`src/verilog/srwd_defs.svh`:
```
`ifndef SRWD_DEFS_SVH
`define SRWD_DEFS_SVH

// Register byte offsets on the Wishbone port
`define SRWD_OFF_RESET_STATUS 8'h00
`define SRWD_OFF_OPTIONS_ONE 8'h04
`define SRWD_OFF_OPTIONS_TWO 8'h08
`define SRWD_OFF_WDOG_COUNT 8'h0c

// Reset status register bit positions
`define SRWD_RS_POR 7
`define SRWD_RS_PIN 6
`define SRWD_RS_WDOG 5
`define SRWD_RS_ILLEGAL_OPCODE_RESET 4
`define SRWD_RS_ILLEGAL_ADDRESS_RESET 3
`define SRWD_RS_LVD 1

// Options one: timeout select field, lock flag
`define SRWD_O1_TSEL_LSB 0
`define SRWD_O1_LOCK 8
// Options two: clock select, window enable, lock flag
`define SRWD_O2_CLKSEL 0
`define SRWD_O2_WINEN 1
`define SRWD_O2_LOCK 8

// Service sequence values
`define SRWD_SVC_FIRST 16'h0055
`define SRWD_SVC_SECOND 16'h00aa

// Reset defaults: 1 kHz source, longest timeout, no window
`define SRWD_TSEL_RESET 2'h3
`define SRWD_TSEL_OFF 2'h0
`define SRWD_CLKSEL_RESET 1'h1
`define SRWD_WINEN_RESET 1'h0

// Overflow counts per clock source and select code
`define SRWD_BUS_TO1 32'd8192
`define SRWD_BUS_TO2 32'd65536
`define SRWD_BUS_TO3 32'd262144
`define SRWD_LPO_TO1 32'd32
`define SRWD_LPO_TO2 32'd256
`define SRWD_LPO_TO3 32'd1024

// Stack pointer value forced during reset
`define SRWD_SP_RESET 16'h00ff

// System reset pulse length
`define SRWD_CLK_MHZ 200
`define SRWD_HOLD_NS 100
`define SRWD_HOLD_CYC ((`SRWD_HOLD_NS * `SRWD_CLK_MHZ + 999) / 1000)

`endif

```
`src/verilog/srwd_pkg.sv`:
```
package srwd_pkg;

  // Watchdog configuration as captured from the options registers
  typedef struct packed {
    logic clk_sel;
    logic win_en;
    logic [1:0] tsel;
  } srwd_cfg_t;

  // Reset causes recorded in the status register
  typedef struct packed {
    logic por;
    logic pin;
    logic wdog;
    logic illegal_opcode_reset;
    logic illegal_address_reset;
    logic low_voltage_detect;
  } srwd_cause_t;

  typedef enum logic [0:0] {
    SRWD_SVC_IDLE = 1'b0,
    SRWD_SVC_ARMED = 1'b1
  } srwd_svc_t;

endpackage

```
`src/verilog/srwd_counter.sv`:
```
`timescale 1ns/1ps
`include "srwd_defs.svh"

module srwd_counter import srwd_pkg::*; #(
  parameter int CNT_W = 18,
  parameter int unsigned BUS_TO1 = `SRWD_BUS_TO1,
  parameter int unsigned BUS_TO2 = `SRWD_BUS_TO2,
  parameter int unsigned BUS_TO3 = `SRWD_BUS_TO3,
  parameter int unsigned LPO_TO1 = `SRWD_LPO_TO1,
  parameter int unsigned LPO_TO2 = `SRWD_LPO_TO2,
  parameter int unsigned LPO_TO3 = `SRWD_LPO_TO3
) (
  input wire logic clk_i,
  input wire logic rst_i,
  input wire srwd_cfg_t cfg_i,
  input wire logic tick_1khz_i,
  input wire logic halt_i,
  input wire logic clear_i,
  output logic [CNT_W-1:0] count_o,
  output logic expire_o,
  output logic in_window_o
);

  // Overflow count for a configuration, zero when off
  function automatic logic [CNT_W:0] limit_of(input srwd_cfg_t c);
    logic [31:0] v;
    v = 32'h0;
    unique case ({c.clk_sel, c.tsel})
      3'h1: v = BUS_TO1;
      3'h2: v = BUS_TO2;
      3'h3: v = BUS_TO3;
      3'h5: v = LPO_TO1;
      3'h6: v = LPO_TO2;
      3'h7: v = LPO_TO3;
      default: v = 32'h0;
    endcase
    return v[CNT_W:0];
  endfunction

  logic [CNT_W-1:0] next_count;
  logic [CNT_W:0] lim;
  logic step;
  logic at_end;

  assign lim = limit_of(cfg_i);
  assign step = (cfg_i.clk_sel == 1'b0) ? 1'b1 : tick_1khz_i;
  assign at_end = ({1'b0, count_o} == lim - {{CNT_W{1'b0}}, 1'b1});
  // overflow when the last count is passed
  assign expire_o = (lim != '0) && !clear_i && !halt_i && step && at_end;
  // last quarter of the selected period
  assign in_window_o = ({1'b0, count_o} >= lim - (lim >> 2));

  // Counter next value
  always_comb begin
    next_count = count_o;
    if (clear_i || lim == '0) begin
      // counter idle while timeout select is zero
      next_count = '0;
    end else if (halt_i) begin
      // bus clock holds; 1 kHz source clears and restarts
      next_count = cfg_i.clk_sel ? '0 : count_o;
    end else if (step) begin
      next_count = at_end ? '0 : count_o + 1'b1;
    end
  end

  always_ff @(posedge clk_i) begin
    if (rst_i) begin
      count_o <= '0;
    end else begin
      count_o <= next_count;
    end
  end

endmodule

```
`src/verilog/srwd_top.sv`:
```
// Behaviour
// - Watchdog enabled after every reset
// - Timeout select zero stops the watchdog
// - Service is 0x0055 then 0x00AA only
// - Service writes keep reset status bits
// - Second service value restarts the period
// - Timeout without service forces system reset
// - Other value to status address resets
// - Clock select picks bus or 1 kHz
// - Two-bit select: three timeouts or off
// - Defaults: 1 kHz source, 2^10 count
// - Windowed service only in last quarter
// - Early windowed service resets immediately
// - 1 kHz source ignores window enable
// - First options writes lock the configuration
// - Bus clock: counter holds in debug/stop
// - 1 kHz: counter clears in debug/stop
// - Status bit per cause, not debug reset
// - Unmapped access gives illegal address reset
// - Reset forces stack pointer, sets mask
// - Reset disables peripherals, pins plain inputs
//
// Our own choices: the Wishbone register port and the register addresses.
`timescale 1ns/1ps
`include "srwd_defs.svh"

module srwd_top import srwd_pkg::*; #(
  parameter int ADR_W = 8,
  parameter int CNT_W = 18,
  parameter int unsigned HOLD_CYC = `SRWD_HOLD_CYC,
  parameter int unsigned BUS_TO1 = `SRWD_BUS_TO1,
  parameter int unsigned BUS_TO2 = `SRWD_BUS_TO2,
  parameter int unsigned BUS_TO3 = `SRWD_BUS_TO3,
  parameter int unsigned LPO_TO1 = `SRWD_LPO_TO1,
  parameter int unsigned LPO_TO2 = `SRWD_LPO_TO2,
  parameter int unsigned LPO_TO3 = `SRWD_LPO_TO3
) (
  input wire logic clk_i,
  input wire logic rst_i,
  input wire logic wb_cyc_i,
  input wire logic wb_stb_i,
  input wire logic wb_we_i,
  input wire logic [ADR_W-1:0] wb_adr_i,
  input wire logic [3:0] wb_sel_i,
  input wire logic [31:0] wb_dat_i,
  output logic [31:0] wb_dat_o,
  output logic wb_ack_o,
  input wire logic tick_1khz_i,
  input wire logic bdm_active_i,
  input wire logic stop_mode_i,
  input wire logic pin_reset_i,
  input wire logic low_voltage_detect_i,
  input wire logic illegal_opcode_i,
  input wire logic illegal_address_i,
  input wire logic debug_force_reset_i,
  output logic sys_reset_o,
  output logic [15:0] stack_ptr_init_o,
  output logic imask_set_o,
  output logic periph_disable_o,
  output logic pins_hiz_o,
  output logic pullup_enable_o
);

  localparam logic [15:0] HOLD_LOAD = 16'(HOLD_CYC);

  // Full byte address decode shared by read and write paths
  function automatic logic is_reg(input logic [ADR_W-1:0] adr, input logic [7:0] off);
    return adr == ADR_W'(off);
  endfunction

  // Reset causes into the status register layout
  function automatic logic [7:0] status_word(input srwd_cause_t c);
    logic [7:0] w;
    w = 8'h00;
    w[`SRWD_RS_POR] = c.por;
    w[`SRWD_RS_PIN] = c.pin;
    w[`SRWD_RS_WDOG] = c.wdog;
    w[`SRWD_RS_ILLEGAL_OPCODE_RESET] = c.illegal_opcode_reset;
    w[`SRWD_RS_ILLEGAL_ADDRESS_RESET] = c.illegal_address_reset;
    w[`SRWD_RS_LVD] = c.low_voltage_detect;
    return w;
  endfunction

  // State
  srwd_cfg_t cfg;
  srwd_cfg_t next_cfg;
  logic lock_one;
  logic next_lock_one;
  logic lock_two;
  logic next_lock_two;
  srwd_svc_t svc;
  srwd_svc_t next_svc;
  srwd_cause_t status;
  srwd_cause_t next_status;
  logic [15:0] hold_cnt;
  logic [15:0] next_hold_cnt;
  logic [31:0] next_dat;
  logic next_ack;

  // Watchdog counter wires
  logic [CNT_W-1:0] wd_count;
  logic wd_expire;
  logic wd_in_window;
  logic wd_clear;
  logic wd_halt;

  // Bus decode
  logic req;
  logic wr;
  logic mapped;
  logic in_reset;
  logic [15:0] wval;
  logic win_bad;
  logic wd_on;
  srwd_cause_t cause;
  logic any_cause;

  assign req = wb_cyc_i && wb_stb_i && !wb_ack_o;
  assign wr = req && wb_we_i;
  assign in_reset = (hold_cnt != 16'h0);
  assign mapped = is_reg(wb_adr_i, `SRWD_OFF_RESET_STATUS) ||
                  is_reg(wb_adr_i, `SRWD_OFF_OPTIONS_ONE) ||
                  is_reg(wb_adr_i, `SRWD_OFF_OPTIONS_TWO) ||
                  is_reg(wb_adr_i, `SRWD_OFF_WDOG_COUNT);
  // Lanes not selected read as zero in the service value
  assign wval = wb_dat_i[15:0] & {{8{wb_sel_i[1]}}, {8{wb_sel_i[0]}}};
  assign wd_on = (cfg.tsel != `SRWD_TSEL_OFF);
  // window applies only with bus clock and window enabled
  // 1 kHz source always runs unwindowed
  assign win_bad = !cfg.clk_sel && cfg.win_en && wd_on && !wd_in_window;
  // bus clock halts in debug or stop
  assign wd_halt = bdm_active_i || stop_mode_i;

  srwd_counter #(
    .CNT_W(CNT_W),
    .BUS_TO1(BUS_TO1),
    .BUS_TO2(BUS_TO2),
    .BUS_TO3(BUS_TO3),
    .LPO_TO1(LPO_TO1),
    .LPO_TO2(LPO_TO2),
    .LPO_TO3(LPO_TO3)
  ) u_counter (
    .clk_i(clk_i),
    .rst_i(rst_i),
    .cfg_i(cfg),
    .tick_1khz_i(tick_1khz_i),
    .halt_i(wd_halt),
    .clear_i(wd_clear),
    .count_o(wd_count),
    .expire_o(wd_expire),
    .in_window_o(wd_in_window)
  );

  // Service sequence and reset cause collection
  always_comb begin
    next_svc = svc;
    wd_clear = in_reset;
    cause = '0;
    cause.pin = pin_reset_i;
    cause.low_voltage_detect = low_voltage_detect_i;
    cause.illegal_opcode_reset = illegal_opcode_i;
    cause.illegal_address_reset = illegal_address_i;
    cause.wdog = wd_expire && !in_reset;
    if (in_reset) begin
      next_svc = SRWD_SVC_IDLE;
    end else if (req && !mapped) begin
      cause.illegal_address_reset = 1'b1;
    end else if (wr && is_reg(wb_adr_i, `SRWD_OFF_RESET_STATUS)) begin
      // status bits are never written from the bus
      if (wval == `SRWD_SVC_FIRST) begin
        if (win_bad) begin
          cause.wdog = 1'b1;
        end else begin
          next_svc = SRWD_SVC_ARMED;
        end
      end else if (wval == `SRWD_SVC_SECOND) begin
        if (win_bad) begin
          cause.wdog = 1'b1;
        end else if (svc == SRWD_SVC_ARMED) begin
          wd_clear = 1'b1;
          next_svc = SRWD_SVC_IDLE;
        end
      end else begin
        // any other value resets at once
        cause.wdog = 1'b1;
      end
    end
    any_cause = (cause != '0) || debug_force_reset_i;
  end

  always_ff @(posedge clk_i) begin
    if (rst_i) begin
      svc <= SRWD_SVC_IDLE;
    end else begin
      svc <= next_svc;
    end
  end

  // Status register and reset pulse length
  always_comb begin
    next_status = status;
    next_hold_cnt = in_reset ? hold_cnt - 16'h1 : hold_cnt;
    if (any_cause) begin
      next_hold_cnt = HOLD_LOAD;
      // one bit per cause; debug-forced reset leaves all clear
      // Causes arriving during a pulse add to the record
      next_status = in_reset ? (status | cause) : cause;
    end
  end

  always_ff @(posedge clk_i) begin
    if (rst_i) begin
      status <= '{por: 1'b1, default: 1'b0};
      hold_cnt <= HOLD_LOAD;
    end else begin
      status <= next_status;
      hold_cnt <= next_hold_cnt;
    end
  end

  // Write-once configuration
  always_comb begin
    next_cfg = cfg;
    next_lock_one = lock_one;
    next_lock_two = lock_two;
    if (in_reset) begin
      // back to the enabled default on every reset
      // 1 kHz source and longest timeout
      next_cfg.tsel = `SRWD_TSEL_RESET;
      next_cfg.clk_sel = `SRWD_CLKSEL_RESET;
      next_cfg.win_en = `SRWD_WINEN_RESET;
      next_lock_one = 1'b0;
      next_lock_two = 1'b0;
    end else if (wr && is_reg(wb_adr_i, `SRWD_OFF_OPTIONS_ONE) && !lock_one) begin
      // select field picks period or off
      if (wb_sel_i[0]) begin
        next_cfg.tsel = wb_dat_i[`SRWD_O1_TSEL_LSB +: 2];
      end
      next_lock_one = 1'b1;
    end else if (wr && is_reg(wb_adr_i, `SRWD_OFF_OPTIONS_TWO) && !lock_two) begin
      // source select, bus clock or 1 kHz
      if (wb_sel_i[0]) begin
        next_cfg.clk_sel = wb_dat_i[`SRWD_O2_CLKSEL];
        next_cfg.win_en = wb_dat_i[`SRWD_O2_WINEN];
      end
      next_lock_two = 1'b1;
    end
  end

  always_ff @(posedge clk_i) begin
    if (rst_i) begin
      cfg <= '{clk_sel: `SRWD_CLKSEL_RESET, win_en: `SRWD_WINEN_RESET,
               tsel: `SRWD_TSEL_RESET};
      lock_one <= 1'b0;
      lock_two <= 1'b0;
    end else begin
      cfg <= next_cfg;
      lock_one <= next_lock_one;
      lock_two <= next_lock_two;
    end
  end

  // Bus answer: one cycle after the request is seen
  always_comb begin
    next_ack = req;
    next_dat = 32'h0;
    if (req && !wb_we_i) begin
      if (is_reg(wb_adr_i, `SRWD_OFF_RESET_STATUS)) begin
        next_dat[7:0] = status_word(status);
      end else if (is_reg(wb_adr_i, `SRWD_OFF_OPTIONS_ONE)) begin
        next_dat[`SRWD_O1_TSEL_LSB +: 2] = cfg.tsel;
        next_dat[`SRWD_O1_LOCK] = lock_one;
      end else if (is_reg(wb_adr_i, `SRWD_OFF_OPTIONS_TWO)) begin
        next_dat[`SRWD_O2_CLKSEL] = cfg.clk_sel;
        next_dat[`SRWD_O2_WINEN] = cfg.win_en;
        next_dat[`SRWD_O2_LOCK] = lock_two;
      end else if (is_reg(wb_adr_i, `SRWD_OFF_WDOG_COUNT)) begin
        next_dat[CNT_W-1:0] = wd_count;
      end
    end
  end

  always_ff @(posedge clk_i) begin
    if (rst_i) begin
      wb_ack_o <= 1'b0;
      wb_dat_o <= 32'h0;
    end else begin
      wb_ack_o <= next_ack;
      wb_dat_o <= next_dat;
    end
  end

  // Reset-time conditions for the core and pads
  // Registered so they line up with the reset pulse itself
  always_ff @(posedge clk_i) begin
    if (rst_i) begin
      sys_reset_o <= 1'b1;
      stack_ptr_init_o <= `SRWD_SP_RESET;
      imask_set_o <= 1'b1;
      periph_disable_o <= 1'b1;
      pins_hiz_o <= 1'b1;
      pullup_enable_o <= 1'b0;
    end else begin
      sys_reset_o <= any_cause || (next_hold_cnt != 16'h0);
      // stack pointer value and interrupt mask
      stack_ptr_init_o <= `SRWD_SP_RESET;
      imask_set_o <= any_cause || (next_hold_cnt != 16'h0);
      // peripherals off, pins high-impedance inputs, no pull-ups
      periph_disable_o <= any_cause || (next_hold_cnt != 16'h0);
      pins_hiz_o <= any_cause || (next_hold_cnt != 16'h0);
      pullup_enable_o <= 1'b0;
    end
  end

endmodule
```
`config.mk`:
```
export PLATFORM = sky130hd
export DESIGN_NAME = srwd_top
export DESIGN_NICKNAME = d
export VERILOG_FILES = /design/src/verilog/srwd_pkg.sv /design/src/verilog/srwd_counter.sv /design/src/verilog/srwd_top.sv
export VERILOG_INCLUDE_DIRS = /design/src /design/src/verilog
export SDC_FILE = /design/constraint.sdc
export NUM_CORES = 1
export LEC_CHECK = 0
export ABC_AREA = 0
export BUFFER_PORTS_ARGS = -buffer_cell sky130_fd_sc_hd__clkbuf_2
export CORE_AREA = 2 2 149 93
export CTS_BUF_LIST = sky130_fd_sc_hd__clkbuf_8
export DETAILED_ROUTE_END_ITERATION = 16
export DIE_AREA = 0 0 151 95
export GPL_TIMING_DRIVEN = 1
export PLACE_DENSITY = 0.57
export SLEW_MARGIN = 20
export SYNTH_ARGS = -nofsm -noshare
export SYNTH_HDL_FRONTEND = slang
export SYNTH_SLANG_ARGS = --single-unit
```
`constraint.sdc`:
```
create_clock -name clk_i -period 3.9 [get_ports clk_i]
set_input_delay 0.195 -clock clk_i [delete_from_list [all_inputs] [get_ports clk_i]]
set_output_delay 0.195 -clock clk_i [all_outputs]
set_load 0.02 [all_outputs]
```
==> PnR_summary.wiki <==
{| class="wikitable"
! Metric !! Value
|-
| Result of the run || completed
|-
| Fin Clk Skew || 0.0123 ns
|-
| Clock Sink Count || 67
|-
| Number of setup violations in the final report || 0
|-
| Hold Crit Class || in -> reg
|-
| Top post-synthesis cells by area || sky130_fd_sc_hd__dfxtp_1 (30%), sky130_fd_sc_hd__buf_4 (6.6%), sky130_fd_sc_hd__ha_1 (6.2%)
|-
| Placed Cells incl. Taps || 769
|-
| Synthesized netlist cell count || 548
|-
| Count of boundary I/O pins || 111
|-
| DRT Pass-1 Iters || 5
|-
| Share of synthesized area occupied by flip-flops and latches || 30.2%
|-
| Endpoint of the worst hold-timing path || cfg[0]$_SDFFE_PP1P_
|-
| Area added between synthesis and finish || 13.0%
|-
| Highest ir drop seen on vdd || 0.000144 V
|-
| Insertion delay of the later-clocked pin in the worst-skew pair || 0.37 ns
|-
| Number of vias per cell after detailed routing || 5.27
|-
| Post-layout minimum cycle time || 3.67 ns
|-
| First-pass GRT wire length || 19.3 mm
|-
| Largest net degree at the start of global routing || 19
|-
| Slew at the pin closest to its max-slew limit || 0.819 ns
|-
| Crit Reg-Reg Startpoint || cfg[3]$_SDFFE_PP1P_
|-
| Hold Fails Final Rpt || 0
|-
| Most used DFF post-synth || sky130_fd_sc_hd__dfxtp_1
|-
| Maximum fanout encountered on the critical timing path || 8
|-
| Most common cell in the netlist || sky130_fd_sc_hd__dfxtp_1
|-
| Non-filler cells, final || 787
|-
| Number of buffers added by the clock tree synthesis step || 9
|-
| Number of warnings reported in the yosys synthesis log || 0
|-
| Final max-slew violation count || 0
|-
| Number of flops mapped to enable cells by yosys || 0
|-
| Core box area || 13,100 sq um
|-
| Total number of vias || 4,151
|-
| Drt wl/cell || 15.3 um
|-
| Leading cell types by count after synthesis || sky130_fd_sc_hd__dfxtp_1 (67), sky130_fd_sc_hd__nand2_1 (49), sky130_fd_sc_hd__nor2_1 (48)
|-
| Arrival time reported for the critical path endpoint || 3.98 ns
|-
| Worst slack after detailed placement || 0.114 ns
|-
| Count of cells along the worst hold path || 3
|-
| RSZ-0062 raised after global routing || no
|-
| Antenna violations before repair || 1
|-
| Layout filler cell count || 1,372
|-
| Hold-fix buffers at CTS || 0
|-
| Clock transition at the register clock pins on the worst setup and hold paths after CTS || 0.08 ns
|-
| Post-detail-place hpwl || 9.20 mm
|-
| Detailed router's first-iteration violation count || 304
|-
| Vias in the first global route || 3,689
|-
| Final period utilization || 94.1%
|-
| Nature of the critical path endpoint || flip-flop
|-
| Die boundary width || 151 um
|-
| Layout cells sized above 1 || 19.3%
|-
| Routed wire length || 12.0 mm
|-
| Count of antenna-violating nets left after detailed routing || 0
|-
| Worst path required time || 4.21 ns
|-
| H-tree depth reported by CTS || 3
|-
| Lkg Pwr || 1.89 nW
|-
| Final weighted congestion in routability-driven placement || 0.878
|-
| Net total in the final layout || 685
|-
| Avg Inst Size Synth || 8.11 sq um
|-
| Root Buffer || sky130_fd_sc_hd__clkbuf_8
|-
| Worst relative slew slack || 44.9%
|-
| Initial core utilization || 33.8%
|-
| Area fraction of the dominant cell type after synthesis || 30.2%
|-
| Row cnt || 33
|-
| DRC || 0
|-
| Clock tree from TritonCTS || built
|-
| Flop and latch count out of synthesis || 67
|-
| Synth area leader || sky130_fd_sc_hd__dfxtp_1
|-
| Overall Global Routing Usage || 17.5%
|-
| Worst-case register-to-register setup slack || 0.23 ns
|-
| Combined area of all synthesized cells || 4440 sq um
|-
| Setup slack of the critical path after layout || 0.230 ns
|-
| Min-Delay Startpoint || wb_dat_i[0]
|-
| PD cells || 284 nW/um^2
|-
| Overall die area || 14,300 sq um
|-
| Total overflow reported by the global router || 0
|-
| FMAX || 272 MHz
|-
| Total negative slack for setup checks || 0 ns
|-
| Buffers added on ports || 61
|-
| Share of flip-flops with an asynchronous set or reset after synthesis || 0%
|-
| Worst setup path category || reg -> reg
|-
| Number of max-capacitance violations reported || 0
|-
| Reg2Reg Capture Point || u_counter.count_o[9]$_SDFFE_PP0P_
|-
| Die Height || 95 um
|-
| Post-synthesis cell type count || 78
|-
| Worst Setup Start Kind || flip-flop
|-
| Worst r2r path cells || 12
|-
| Buffer levels on the longest clock path || 2
|}
sequential cells by signal, summed over array words and instances (netlist names):
| signal | flops |
|---|---|
| cfg | 4 |
| status | 6 |
| svc | 1 |
| lock_two | 1 |
| hold_cnt | 16 |
| wb_ack_o | 1 |
| wb_dat_o | 18 |
| pins_hiz_o | 1 |
| u_counter.count_o | 18 |
| lock_one | 1 |
placed cells by master (no fill, tap or decap), types with 4 or more instances in the layout:
cell type	Yosys	final
sky130_fd_sc_hd__ha_1	22	22
sky130_fd_sc_hd__buf_4	39	11
sky130_fd_sc_hd__nand3_1	14	14
sky130_fd_sc_hd__conb_1	2	31
sky130_fd_sc_hd__clkbuf_2	0	61
sky130_fd_sc_hd__or3_1	16	16
sky130_fd_sc_hd__xnor2_1	9	9
sky130_fd_sc_hd__o21ai_1	8	7
sky130_fd_sc_hd__mux2i_1	5	5
sky130_fd_sc_hd__nor3_1	26	26
sky130_fd_sc_hd__or4_1	5	5
sky130_fd_sc_hd__nand2_1	49	49
sky130_fd_sc_hd__a31oi_1	8	8
sky130_fd_sc_hd__xor2_1	7	7
sky130_fd_sc_hd__inv_1	14	16
sky130_fd_sc_hd__nand4b_1	4	4
sky130_fd_sc_hd__clkbuf_8	0	9
sky130_fd_sc_hd__o21a_1	5	5
sky130_fd_sc_hd__nor2_1	48	48
sky130_fd_sc_hd__nand2b_1	9	9
sky130_fd_sc_hd__nand3b_1	11	11
sky130_fd_sc_hd__nor2b_1	8	8
sky130_fd_sc_hd__nor4_1	8	8
sky130_fd_sc_hd__dfxtp_1	67	65
sky130_fd_sc_hd__and2_1	13	13
sky130_fd_sc_hd__o21ai_0	18	17
sky130_fd_sc_hd__a22oi_1	9	9
sky130_fd_sc_hd__nand4_1	10	10
sky130_fd_sc_hd__a21oi_1	26	25
sky130_fd_sc_hd__and3_1	8	8
critical path, cell delays in order, from the launching register on:
cell	delay (ns)
sky130_fd_sc_hd__dfxtp_2	0.40
sky130_fd_sc_hd__nand2_1	0.09
sky130_fd_sc_hd__or2_2	0.30
sky130_fd_sc_hd__ha_1	0.25
sky130_fd_sc_hd__or3_1	0.45
sky130_fd_sc_hd__ha_1	0.31
sky130_fd_sc_hd__xnor2_1	0.24
sky130_fd_sc_hd__mux2i_1	0.11
sky130_fd_sc_hd__a21oi_1	0.28
sky130_fd_sc_hd__or4_1	0.40
sky130_fd_sc_hd__nand2_4	0.11
sky130_fd_sc_hd__or4_4	0.52
sky130_fd_sc_hd__a21oi_2	0.13
area by class of cell:
| type | instances | area (sq um) | area share [%] |
|---|---|---|---|
| Tap cell | 175 | 219 | 4.36 |
| Multi-Input combinational cell | 441 | 2800 | 55.8 |
| Inverter | 15 | 56.3 | 1.12 |
| Clock inverter | 7 | 85.1 | 1.69 |
| Clock buffer | 9 | 124 | 2.47 |
| Sequential cell | 67 | 1340 | 26.8 |
| Antenna cell | 1 | 2.50 | 0.0498 |
| Timing Repair Buffer | 72 | 388 | 7.72 |
logic make-up (layout without fill, tap and decap cells):
family	after synthesis	in the layout	synth area share, %
other cells	2	32	0.169
simple gates	259	259	33.0
compound gates	105	105	15.7
buf+inv	69	103	9.41
xor+xnor	16	16	3.16
flops	67	67	30.2
mux	8	8	2.20
fa+ha+maj	22	22	6.20
worst max path at each step:
stage,startpoint,endpoint,slack (ns),depth (start not counted)
final,cfg[3]$_SDFFE_PP1P_,u_counter.count_o[9]$_SDFFE_PP0P_,0.23,12
after global routing,cfg[3]$_SDFFE_PP1P_,svc$_SDFFE_PP0P_,0.04,12
after CTS,cfg[3]$_SDFFE_PP1P_,status[4]$_SDFFE_PP0N_,0.07,17
after detailed placement,cfg[3]$_SDFFE_PP1P_,hold_cnt[2]$_SDFF_PP1_,0.11,16
after global placement,cfg[3]$_SDFFE_PP1P_,hold_cnt[2]$_SDFF_PP1_,0.20,16
after floorplan,cfg[0]$_SDFFE_PP1P_,svc$_SDFFE_PP0P_,0.32,17
stage by stage:
step	area, sq um	hold slack [ns]	util (%)	total power, mW
6_report	5020	0.149	38.2	1.42
5_1_grt	5020	0.149	38.2	1.48
4_1_cts	5000	0.134	38.1	1.44
3_5_place_dp	4790	0.475	36.5	0.805
3_3_place_gp	4790	0.468	36.5	0.803
2_1_floorplan	4550	0.310	-	0.791
routing by layer:
layer  up-vias  GRT usage [%]  part of all wire, %
met3        12           4.49                  7.2
met2       152           23.6                   38
met5         -              0                    0
met4         0           4.36                  1.2
met1      1944           27.1                   53
li1       2043              -                    -
power breakdown:
| part | internal, mW | switching (mW) | leakage, nW | total [mW] |
|---|---|---|---|---|
| registers | 0.688 | 0.00366 | 0.540 | 0.692 |
| logic | 0.0315 | 0.0672 | 1.24 | 0.0987 |
| clock network | 0.353 | 0.281 | 0.112 | 0.634 |
timing repair:
item	in CTS	in global routing
setup buffers	0	1
setup endpoints to repair	0	17
resized for setup	0	5
Power figures use the tool's default switching activity.
